===== src/usb_event_cfg.svh =====
// Register offsets, field positions, reset values and timing counts of the USB event unit.
`ifndef USB_EVENT_CFG_SVH
`define USB_EVENT_CFG_SVH

// ---------------------------------------------------------------------------
// Register byte offsets
// ---------------------------------------------------------------------------
`define EV_FLAGS_OFS 12'h000
`define EV_ENABLES_OFS 12'h004
`define FAULT_STATUS_OFS 12'h008
`define FAULT_ENABLES_OFS 12'h00C
`define XFER_STATUS_OFS 12'h010

// ---------------------------------------------------------------------------
// Event bit positions
// ---------------------------------------------------------------------------
`define EV_BIT_STALL 7
`define EV_BIT_UNUSED 6
`define EV_BIT_WAKEUP 5
`define EV_BIT_IDLE 4
`define EV_BIT_XFER 3
`define EV_BIT_SOF 2
`define EV_BIT_FAULT 1
`define EV_BIT_BUSRST 0

// ---------------------------------------------------------------------------
// Reset values and masks
// ---------------------------------------------------------------------------
`define EV_FLAGS_RST 8'h00
`define EV_ENABLES_RST 8'h00
`define FAULT_RST 8'h00
`define EV_IMPL_MASK 8'hBF
`define FAULT_IMPL_MASK 8'hBF

// ---------------------------------------------------------------------------
// Timing
// ---------------------------------------------------------------------------
`define CLK_HZ 40000000
`define WAKEUP_DELAY_NS 2500
`define BUSRST_HOLD_NS 2500
`define IDLE_TIME_US 3000
`define WAKEUP_CYCLES ((`WAKEUP_DELAY_NS * (`CLK_HZ / 1000000) + 999) / 1000)
`define BUSRST_CYCLES ((`BUSRST_HOLD_NS * (`CLK_HZ / 1000000) + 999) / 1000)
`define IDLE_CYCLES (`IDLE_TIME_US * (`CLK_HZ / 1000000))

`endif


===== src/usb_event_pkg.sv =====
// Types shared by the USB event unit.
package usb_event_pkg;
  typedef logic [7:0] byte_t;
  typedef enum logic [1:0] {
    WR_IDLE = 2'b00,
    WR_RESP = 2'b01
  } wr_state_t;
endpackage : usb_event_pkg


===== src/hold_timer.sv =====
// Counts how long a level has held and pulses once when it reaches the limit.
`timescale 1ns/100ps
module hold_timer #(
  parameter int unsigned LIMIT = 100,
  parameter int unsigned W = 32
) (
  input wire logic clk,
  input wire logic rst,
  input wire logic ce,
  input wire logic level,
  output logic fire
);
  logic [W-1:0] count_reg;
  logic done_reg;

  // Counter restarts whenever the level drops; fires once per held stretch.
  always_ff @(posedge clk) begin
    if (rst) begin
      count_reg <= '0;
      done_reg <= 1'b0;
      fire <= 1'b0;
    end else if (ce) begin
      fire <= 1'b0;
      if (!level) begin
        count_reg <= '0;
        done_reg <= 1'b0;
      end else if (!done_reg) begin
        if (count_reg == W'(LIMIT - 1)) begin
          fire <= 1'b1;
          done_reg <= 1'b1;
        end else begin
          count_reg <= count_reg + W'(1);
        end
      end
    end
  end
endmodule : hold_timer


===== src/sync2.sv =====
// Two flip-flop synchroniser for a group of pin levels.
`timescale 1ns/100ps
module sync2 #(
  parameter int unsigned W = 1
) (
  input wire logic clk,
  input wire logic rst,
  input wire logic ce,
  input wire logic [W-1:0] d,
  output logic [W-1:0] q
);
  logic [W-1:0] meta_reg;

  // The first stage feeds only the second stage.
  always_ff @(posedge clk) begin
    if (rst) begin
      meta_reg <= '0;
      q <= '0;
    end else if (ce) begin
      meta_reg <= d;
      q <= meta_reg;
    end
  end
endmodule : sync2


===== src/usb_event_interrupt_unit.sv =====
// USB device event flags, enables and interrupt request behind an AXI4-Lite slave.
//
// Local design decisions: the AXI4-Lite register port and the placing of the registers.
`timescale 1ns/100ps
`include "usb_event_cfg.svh"

module usb_event_interrupt_unit #(
  parameter int unsigned IDLE_CYCLES = `IDLE_CYCLES
) (
  input wire logic clk,
  input wire logic rst,
  input wire logic ce,
  // AXI4-Lite slave.
  input wire logic [11:0] s_axi_awaddr,
  input wire logic s_axi_awvalid,
  output logic s_axi_awready,
  input wire logic [31:0] s_axi_wdata,
  input wire logic [3:0] s_axi_wstrb,
  input wire logic s_axi_wvalid,
  output logic s_axi_wready,
  output logic [1:0] s_axi_bresp,
  output logic s_axi_bvalid,
  input wire logic s_axi_bready,
  input wire logic [11:0] s_axi_araddr,
  input wire logic s_axi_arvalid,
  output logic s_axi_arready,
  output logic [31:0] s_axi_rdata,
  output logic [1:0] s_axi_rresp,
  output logic s_axi_rvalid,
  input wire logic s_axi_rready,
  // Event strobes from the serial interface engine, same clock.
  input wire logic stall_sent,
  input wire logic xfer_done,
  input wire logic sof_token,
  input wire logic [7:0] fault_events,
  input wire logic clocks_restarted,
  input wire logic [7:0] xfer_status_in,
  input wire logic xfer_queue_valid,
  output logic xfer_queue_pop,
  // Bus line levels, asynchronous to clk.
  input wire logic bus_idle_pin,
  input wire logic bus_kstate_pin,
  input wire logic bus_reset_pin,
  output logic irq
);

  // -------------------------------------------------------------------------
  // Storage
  // -------------------------------------------------------------------------
  // Register images and the wires that join the stages below.
  usb_event_pkg::byte_t usb_event_flags_reg;
  usb_event_pkg::byte_t usb_event_enables_reg;
  usb_event_pkg::byte_t fault_status_register_reg;
  usb_event_pkg::byte_t fault_enables_reg;
  usb_event_pkg::byte_t xfer_status_reg;
  usb_event_pkg::byte_t set_vec;
  usb_event_pkg::byte_t ev_clear;
  usb_event_pkg::byte_t fault_clear;
  usb_event_pkg::wr_state_t wr_state_reg;
  logic [11:0] awaddr_reg;
  logic [7:0] wdata_reg;
  logic aw_have_reg;
  logic w_have_reg;
  logic wr_fire;
  logic idle_s;
  logic kstate_s;
  logic busrst_s;
  logic idle_fire;
  logic busrst_fire;
  logic wakeup_fire;
  logic wake_arm_reg;
  logic fault_any;

  // -------------------------------------------------------------------------
  // Pin synchronisers and timers
  // -------------------------------------------------------------------------
  // Bus levels come from the transceiver and must be synchronised first.
  // Nothing but the second stage ever reads the possibly metastable first one.
  sync2 #(.W(3)) u_sync (
    .clk(clk),
    .rst(rst),
    .ce(ce),
    .d({bus_idle_pin, bus_kstate_pin, bus_reset_pin}),
    .q({idle_s, kstate_s, busrst_s})
  );

  // Idle timer restarts on any bus activity, so only unbroken idle fires.
  // At the default clock the span is 120000 cycles, hence the 24-bit counter.
  hold_timer #(.LIMIT(IDLE_CYCLES), .W(24)) u_idle (
    .clk(clk),
    .rst(rst),
    .ce(ce),
    .level(idle_s),
    .fire(idle_fire)
  );

  // Bus reset must hold 2.5 us; the timer re-arms only once the level drops.
  hold_timer #(.LIMIT(`BUSRST_CYCLES), .W(8)) u_busrst (
    .clk(clk),
    .rst(rst),
    .ce(ce),
    .level(busrst_s),
    .fire(busrst_fire)
  );

  // A K-state arms the wakeup; the delay counts from the clock restart.
  // A resume that outlasts the delay still fires only once per clock restart.
  always_ff @(posedge clk) begin
    if (rst) begin
      wake_arm_reg <= 1'b0;
    end else if (ce) begin
      if (kstate_s) begin
        wake_arm_reg <= 1'b1;
      end else if (wakeup_fire) begin
        wake_arm_reg <= 1'b0;
      end
    end
  end

  hold_timer #(.LIMIT(`WAKEUP_CYCLES), .W(8)) u_wakeup (
    .clk(clk),
    .rst(rst),
    .ce(ce),
    .level(wake_arm_reg & clocks_restarted),
    .fire(wakeup_fire)
  );

  // -------------------------------------------------------------------------
  // Write channel
  // -------------------------------------------------------------------------
  // Address and data are taken in either order; the response follows both.
  // A write completes only while no response is outstanding.
  assign wr_fire = aw_have_reg && w_have_reg && (wr_state_reg == usb_event_pkg::WR_IDLE);

  // Each ready is a one-cycle pulse; the slot flag blocks a second take.
  always_ff @(posedge clk) begin
    if (rst) begin
      aw_have_reg <= 1'b0;
      w_have_reg <= 1'b0;
      awaddr_reg <= 12'h000;
      wdata_reg <= 8'h00;
      s_axi_awready <= 1'b0;
      s_axi_wready <= 1'b0;
    end else if (ce) begin
      s_axi_awready <= 1'b0;
      s_axi_wready <= 1'b0;
      if (wr_fire) begin
        aw_have_reg <= 1'b0;
        w_have_reg <= 1'b0;
      end else begin
        if (s_axi_awvalid && !aw_have_reg && !s_axi_awready) begin
          s_axi_awready <= 1'b1;
          aw_have_reg <= 1'b1;
          awaddr_reg <= s_axi_awaddr;
        end
        if (s_axi_wvalid && !w_have_reg && !s_axi_wready) begin
          s_axi_wready <= 1'b1;
          w_have_reg <= 1'b1;
          // Only the low byte lane carries register bits.
          wdata_reg <= s_axi_wstrb[0] ? s_axi_wdata[7:0] : 8'h00;
        end
      end
    end
  end

  // Response state: OKAY for mapped words, SLVERR for unmapped ones.
  // The response stands until bready, and no new write completes meanwhile.
  always_ff @(posedge clk) begin
    if (rst) begin
      wr_state_reg <= usb_event_pkg::WR_IDLE;
      s_axi_bvalid <= 1'b0;
      s_axi_bresp <= 2'b00;
    end else if (ce) begin
      case (wr_state_reg)
        usb_event_pkg::WR_IDLE: begin
          if (wr_fire) begin
            wr_state_reg <= usb_event_pkg::WR_RESP;
            s_axi_bvalid <= 1'b1;
            s_axi_bresp <= (awaddr_reg <= `XFER_STATUS_OFS && awaddr_reg[1:0] == 2'b00)
                           ? 2'b00 : 2'b10;
          end
        end
        usb_event_pkg::WR_RESP: begin
          if (s_axi_bready) begin
            wr_state_reg <= usb_event_pkg::WR_IDLE;
            s_axi_bvalid <= 1'b0;
          end
        end
        default: begin
          wr_state_reg <= usb_event_pkg::WR_IDLE;
        end
      endcase
    end
  end

  // -------------------------------------------------------------------------
  // Event and fault registers
  // -------------------------------------------------------------------------
  // Clear masks from one-writes; bit 6 is never implemented.
  assign ev_clear = (wr_fire && awaddr_reg == `EV_FLAGS_OFS) ? wdata_reg : 8'h00;
  assign fault_clear = (wr_fire && awaddr_reg == `FAULT_STATUS_OFS) ? wdata_reg : 8'h00;
  assign fault_any = |(fault_status_register_reg & fault_enables_reg);

  // Set sources gathered by bit position.
  always_comb begin
    set_vec = 8'h00;
    set_vec[`EV_BIT_STALL] = stall_sent;
    set_vec[`EV_BIT_WAKEUP] = wakeup_fire;
    set_vec[`EV_BIT_IDLE] = idle_fire;
    set_vec[`EV_BIT_XFER] = xfer_done;
    set_vec[`EV_BIT_SOF] = sof_token;
    set_vec[`EV_BIT_FAULT] = fault_any;
    set_vec[`EV_BIT_BUSRST] = busrst_fire;
  end

  // Sticky flags: a set in the clearing cycle wins so no event is lost.
  // Bit 6 is masked here as well, so no path can ever set it.
  always_ff @(posedge clk) begin
    if (rst) begin
      usb_event_flags_reg <= `EV_FLAGS_RST;
    end else if (ce) begin
      usb_event_flags_reg <= ((usb_event_flags_reg & ~ev_clear) | set_vec)
                             & `EV_IMPL_MASK;
    end
  end

  // Fault status bits are sticky and cleared by one-writes as well.
  // The fault flag follows them each cycle and re-sets while an enabled one stays pending.
  always_ff @(posedge clk) begin
    if (rst) begin
      fault_status_register_reg <= `FAULT_RST;
    end else if (ce) begin
      fault_status_register_reg <= ((fault_status_register_reg & ~fault_clear) | fault_events)
                                   & `FAULT_IMPL_MASK;
    end
  end

  // Enable registers share bit positions with the flags they gate.
  // Writes land at the wr_fire edge, the same edge that raises bvalid.
  always_ff @(posedge clk) begin
    if (rst) begin
      usb_event_enables_reg <= `EV_ENABLES_RST;
      fault_enables_reg <= `FAULT_RST;
    end else if (ce && wr_fire) begin
      if (awaddr_reg == `EV_ENABLES_OFS) begin
        usb_event_enables_reg <= wdata_reg & `EV_IMPL_MASK;
      end
      if (awaddr_reg == `FAULT_ENABLES_OFS) begin
        fault_enables_reg <= wdata_reg & `FAULT_IMPL_MASK;
      end
    end
  end

  // -------------------------------------------------------------------------
  // Transfer status
  // -------------------------------------------------------------------------
  // Clearing the transaction-done flag retires the shown status word.
  always_ff @(posedge clk) begin
    if (rst) begin
      xfer_status_reg <= 8'h00;
      xfer_queue_pop <= 1'b0;
    end else if (ce) begin
      xfer_queue_pop <= 1'b0;
      if (ev_clear[`EV_BIT_XFER]) begin
        // A completion in the clearing cycle wins, so its status word is not lost.
        xfer_status_reg <= (xfer_queue_valid || xfer_done) ? xfer_status_in : 8'h00;
        xfer_queue_pop <= xfer_queue_valid;
      end else if (xfer_done) begin
        xfer_status_reg <= xfer_status_in;
      end
    end
  end

  // -------------------------------------------------------------------------
  // Interrupt request
  // -------------------------------------------------------------------------
  // Registered so the output comes straight from a flip-flop.
  // The request therefore trails its flag by one cycle, traded for a clean line.
  always_ff @(posedge clk) begin
    if (rst) begin
      irq <= 1'b0;
    end else if (ce) begin
      irq <= |(usb_event_flags_reg & usb_event_enables_reg);
    end
  end

  // -------------------------------------------------------------------------
  // Read channel
  // -------------------------------------------------------------------------
  // One read at a time. The address is acknowledged first and the data follow
  // one edge later, so rvalid never rises before the address handshake is done.
  // The master holds araddr until that handshake, so no copy is kept here.
  always_ff @(posedge clk) begin
    if (rst) begin
      s_axi_arready <= 1'b0;
      s_axi_rvalid <= 1'b0;
      s_axi_rdata <= 32'h0000_0000;
      s_axi_rresp <= 2'b00;
    end else if (ce) begin
      s_axi_arready <= 1'b0;
      if (s_axi_rvalid) begin
        if (s_axi_rready) begin
          s_axi_rvalid <= 1'b0;
        end
      end else if (s_axi_arready) begin
        // The address handshake completes at this edge; araddr is still held.
        s_axi_rvalid <= 1'b1;
        s_axi_rresp <= 2'b00;
        case (s_axi_araddr)
          `EV_FLAGS_OFS: s_axi_rdata <= {24'h00_0000, usb_event_flags_reg};
          `EV_ENABLES_OFS: s_axi_rdata <= {24'h00_0000, usb_event_enables_reg};
          `FAULT_STATUS_OFS: s_axi_rdata <= {24'h00_0000, fault_status_register_reg};
          `FAULT_ENABLES_OFS: s_axi_rdata <= {24'h00_0000, fault_enables_reg};
          `XFER_STATUS_OFS: s_axi_rdata <= {24'h00_0000, xfer_status_reg};
          default: begin
            s_axi_rdata <= 32'h0000_0000;
            s_axi_rresp <= 2'b10;
          end
        endcase
      end else if (s_axi_arvalid) begin
        s_axi_arready <= 1'b1;
      end
    end
  end
endmodule : usb_event_interrupt_unit


===== config.mk =====
export PLATFORM = sky130hd
export DESIGN_NAME = usb_event_interrupt_unit
export DESIGN_NICKNAME = d
export VERILOG_FILES = /design/src/usb_event_pkg.sv /design/src/hold_timer.sv /design/src/sync2.sv /design/src/usb_event_interrupt_unit.sv
export VERILOG_INCLUDE_DIRS = /design/src
export SDC_FILE = /design/constraint.sdc
export NUM_CORES = 1
export LEC_CHECK = 0
export ABC_AREA = 1
export BUFFER_PORTS_ARGS = -buffer_cell sky130_fd_sc_hd__buf_2
export CAP_MARGIN = 30
export CORE_ASPECT_RATIO = 0.8
export CORE_UTILIZATION = 36
export DETAILED_ROUTE_END_ITERATION = 12
export PLACE_DENSITY = 0.65
export SLEW_MARGIN = 10
export SYNTH_ARGS = -nofsm -noshare
export SYNTH_HDL_FRONTEND = slang
export SYNTH_SLANG_ARGS = --single-unit
export TNS_END_PERCENT = 20

===== constraint.sdc =====
create_clock -name clk -period 1.7 [get_ports clk]
set_clock_uncertainty 0.15 [all_clocks]
set_input_delay 0.255 -clock clk [delete_from_list [all_inputs] [get_ports clk]]
set_output_delay 0.255 -clock clk [all_outputs]
set_load 0.01 [all_outputs]

==> results.md <==
* Status: complete, but fails checks
* Failing checks: hold timing, setup timing
* Critical Path AT at roughly 1.9 ns
* DRC violations left at 0
* First-pass GRT wire length at 30,600 µm
* Number of global-route vias before repair at 6,250
* Largest stage delay on the critical path at 0.35 ns
* Register bit total from synthesis at 127
* HP Class: input port to flop
* Hold depth at 3
* Hold Fails Final Rpt at 1
* Slowest CP cell: dfxtp_2
* Post-Layout Cell Count at 1,403
* Root buffer cell: clkbuf_16
* WL/cell at 13.7 µm
* Core area at between 15,000 and 20,000 µm²
* Crit-path cells: ha_4 -> nand2_4 -> nor2_8 -> nand2_4 -> nor2_4 -> nand2_2 -> nand2_4 -> nand2_8 -> buf_12 -> a21oi_2 -> nor2_1
* Area contributors post-synth: dfxtp_1, nand2_1, nor2_1
* Die area at 18,500 µm²
* Worst r2r dst: u_idle.count_reg[8]
* Setup CP Type: flop to flop
* CP Buf/Inv Count at 1
* Pwr Density at roughly 870 nW/µm²
* WP data required at between 1.5 and 2 ns
* Max VDD drop at roughly 530 µV
* R2R cell count at 11
* Die W at 152 µm
* Drt first pass iters at 5
* Max reg flops at 24
* EDFF count, synth at 0
* Final setup TNS at -0.750 ns
* Diodes inserted at 0
* DRT Wirelength at 19,200 µm
* Dpl hpwl at 13,000 µm
* Synth Warn # at 0
* Share of the yosys chip area belonging to registers at 39.3%
* Io pins at 135
* Final Power at 7.85 mW
* GP Congestion at 0.881
* Placed cell count at 1,315
* Final Max Tran Viols at 0
* Die Height at approximately 120 µm
* Count leader, synth: nand2_1
* Total GRT Usage at 20.7%
* FMAX at 0.567 GHz
* Initial antenna violation count at 0
* RSZ-0062 raised after global routing: yes
* Share of layout cells above drive strength 1 at 25.5%
* Worst-path fanout max at 7
* CTS tree: done
* Area share of the largest cell type after synthesis at 39.3%
* Total gr overflow at 0
* Initial Util at around 37%
* Yosys top cell by area: dfxtp_1
* Fin worst setup slack at -0.0651 ns
* Area growth from synthesis to layout at 40.3%
* Startpoint Class: flop
* Drt via density at 4.99
* I/O Buffers at 79
* P_leak at roughly 4 nW
* Cell with the most instances on the worst path: nand2_4
* WHS Endpoint: awaddr_reg[0]
* H-tree Lvls at 4
* Hold Crit Start: s_axi_awaddr[0]
* Mapped Cells at between 900 and 1k
* Synthesized area per cell at 6.70 µm²
* Final Hold Slack at -0.00466 ns
* Synth Flop Type: dfxtp_1
* # Max-Cap Violations at 0
* Row Count at 43
* Yosys cell types at 38
* Async SR Flop Fraction at 0%
* Post-Synthesis Cell Area at 6470 µm²
* 1st-iter DRT viols at 586
* Final min period at 1.77 ns
* DR vias at between 6k and 7k
* Deepest clock path buffer count at 2
* TritonCTS buffer count at 17
* Post-DRT Antenna Nets at 0
* Worst skew pair latency at around 0.42 ns
* CP endpoint kind: flop
* Nets at 1,261
* Largest net degree at the start of global routing at 62
* Period utilization at 104%
* Reg2reg start: u_idle.count_reg[1]
* FF-to-FF setup slack at -0.07 ns
* Top Family by Delay on Critical Path: simple AND/OR/NAND/NOR gates
* Post-synth top cells: nand2_1, nor2_1, dfxtp_1
* CTS sink cnt at 127
* # setup viols final at 20
* Clk pin slew, worst setup/hold paths at 0.06 ns
## final cells by class
| cell class | instances | area, µm² |
|---|---|---|
| Multi-Input combinational cell | 727 | 3660 |
| Clock inverter | 14 | 191 |
| Timing Repair Buffer | 212 | 1660 |
| Fill cell | 1684 | 8360 |
| Clock buffer | 17 | 425 |
| Tap cell | 225 | 282 |
| Inverter | 81 | 304 |
| Sequential cell | 127 | 2550 |
## how the worst max path moves through the flow
| stage | startpoint | to | slack, ns | cells after the start |
|---|---|---|---|---|
| after CTS | u_idle.count_reg[0] | u_idle.count_reg[19] | -0.05 | 11 |
| after detailed placement | u_idle.count_reg[1] | u_idle.count_reg[23] | -0.08 | 11 |
| after global routing | u_idle.count_reg[1] | u_idle.count_reg[3] | -0.16 | 11 |
| final | u_idle.count_reg[1] | u_idle.count_reg[8] | -0.07 | 11 |
| after floorplan | u_idle.count_reg[1] | u_idle.count_reg[19] | 0.01 | 11 |
| after global placement | u_idle.count_reg[1] | u_idle.count_reg[23] | -0.06 | 11 |
## metrics by stage
step           worst slack, ns  utilization, %  cell area, µm²  hold WS, ns
6_report               -0.0651            52.1            9070     -0.00466
5_1_grt                 -0.158            52.1            9070       0.0157
4_1_cts                -0.0459            50.6            8810      0.00134
3_5_place_dp           -0.0798            43.5            7580        0.301
3_3_place_gp           -0.0623            43.5            7580        0.296
2_1_floorplan           0.0111               -            6590        0.240
## worst register-to-register path: cells and delay by family (launching register included)
family	cells	cell delay [ns]
buffers and inverters	1	0.19
DFF	1	0.35
and+or+nand+nor	8	0.69
AOI/OAI and AO/OA	1	0.12
adders and majority gates	1	0.14
## power breakdown
part           switching, mW  internal [mW]  total [mW]
Sequential            0.0677           3.07        3.14
Clock                   1.39           2.44        3.84
Combinational          0.492          0.384       0.876
Total                   1.95           5.90        7.85
## logic make-up (layout without fill, tap and decap cells)
kind of cell / Yosys count / after routing / synth area share [%]
XOR/XNOR: 8 / 8 / 1.08
adder cells (fa/ha/maj): 3 / 3 / 0.580
AND/OR/NAND/NOR: 528 / 529 / 36.0
other: 1 / 26 / 0.0580
flip-flops: 127 / 127 / 39.3
buffers and inverters: 138 / 324 / 10.0
AO/OA/AOI/OAI: 161 / 161 / 13.0
## per-layer routing
layer / vias up / GRT usage (%) / share of wire, %
li1: 3521 / - / -
met1: 3230 / 29.4 / 49
met2: 218 / 31.1 / 44
met3: 28 / 4.62 / 6.3
met4: 0 / 6.50 / 1.4
met5: - / 0 / 0
## layout by cell type (no fill, tap or decap), types with 17 or more instances in the layout
master / netlist / layout
nor2_1: 149 / 136
nand2_1: 220 / 199
dlygate4sd3_1: 0 / 41
nand4_1: 22 / 22
clkbuf_16: 0 / 17
conb_1: 1 / 26
nand3_1: 90 / 82
inv_1: 73 / 71
buf_4: 27 / 74
nand2_2: 5 / 19
buf_2: 11 / 79
dfxtp_1: 127 / 119
a21oi_1: 85 / 73
o21ai_0: 60 / 53
## repair_timing
| action | in CTS | in global routing |
|---|---|---|
| pin swaps | 9 | 20 |
| setup endpoints to repair | 21 | 61 |
| hold buffers | 41 | 0 |
| buffers inserted | 7 | 5 |
| gates cloned | 4 | 0 |
| endpoints found under the hold margin | 40 | 0 |
| resized for setup | 27 | 72 |
Note: power is estimated with default switching activity, not from simulation.
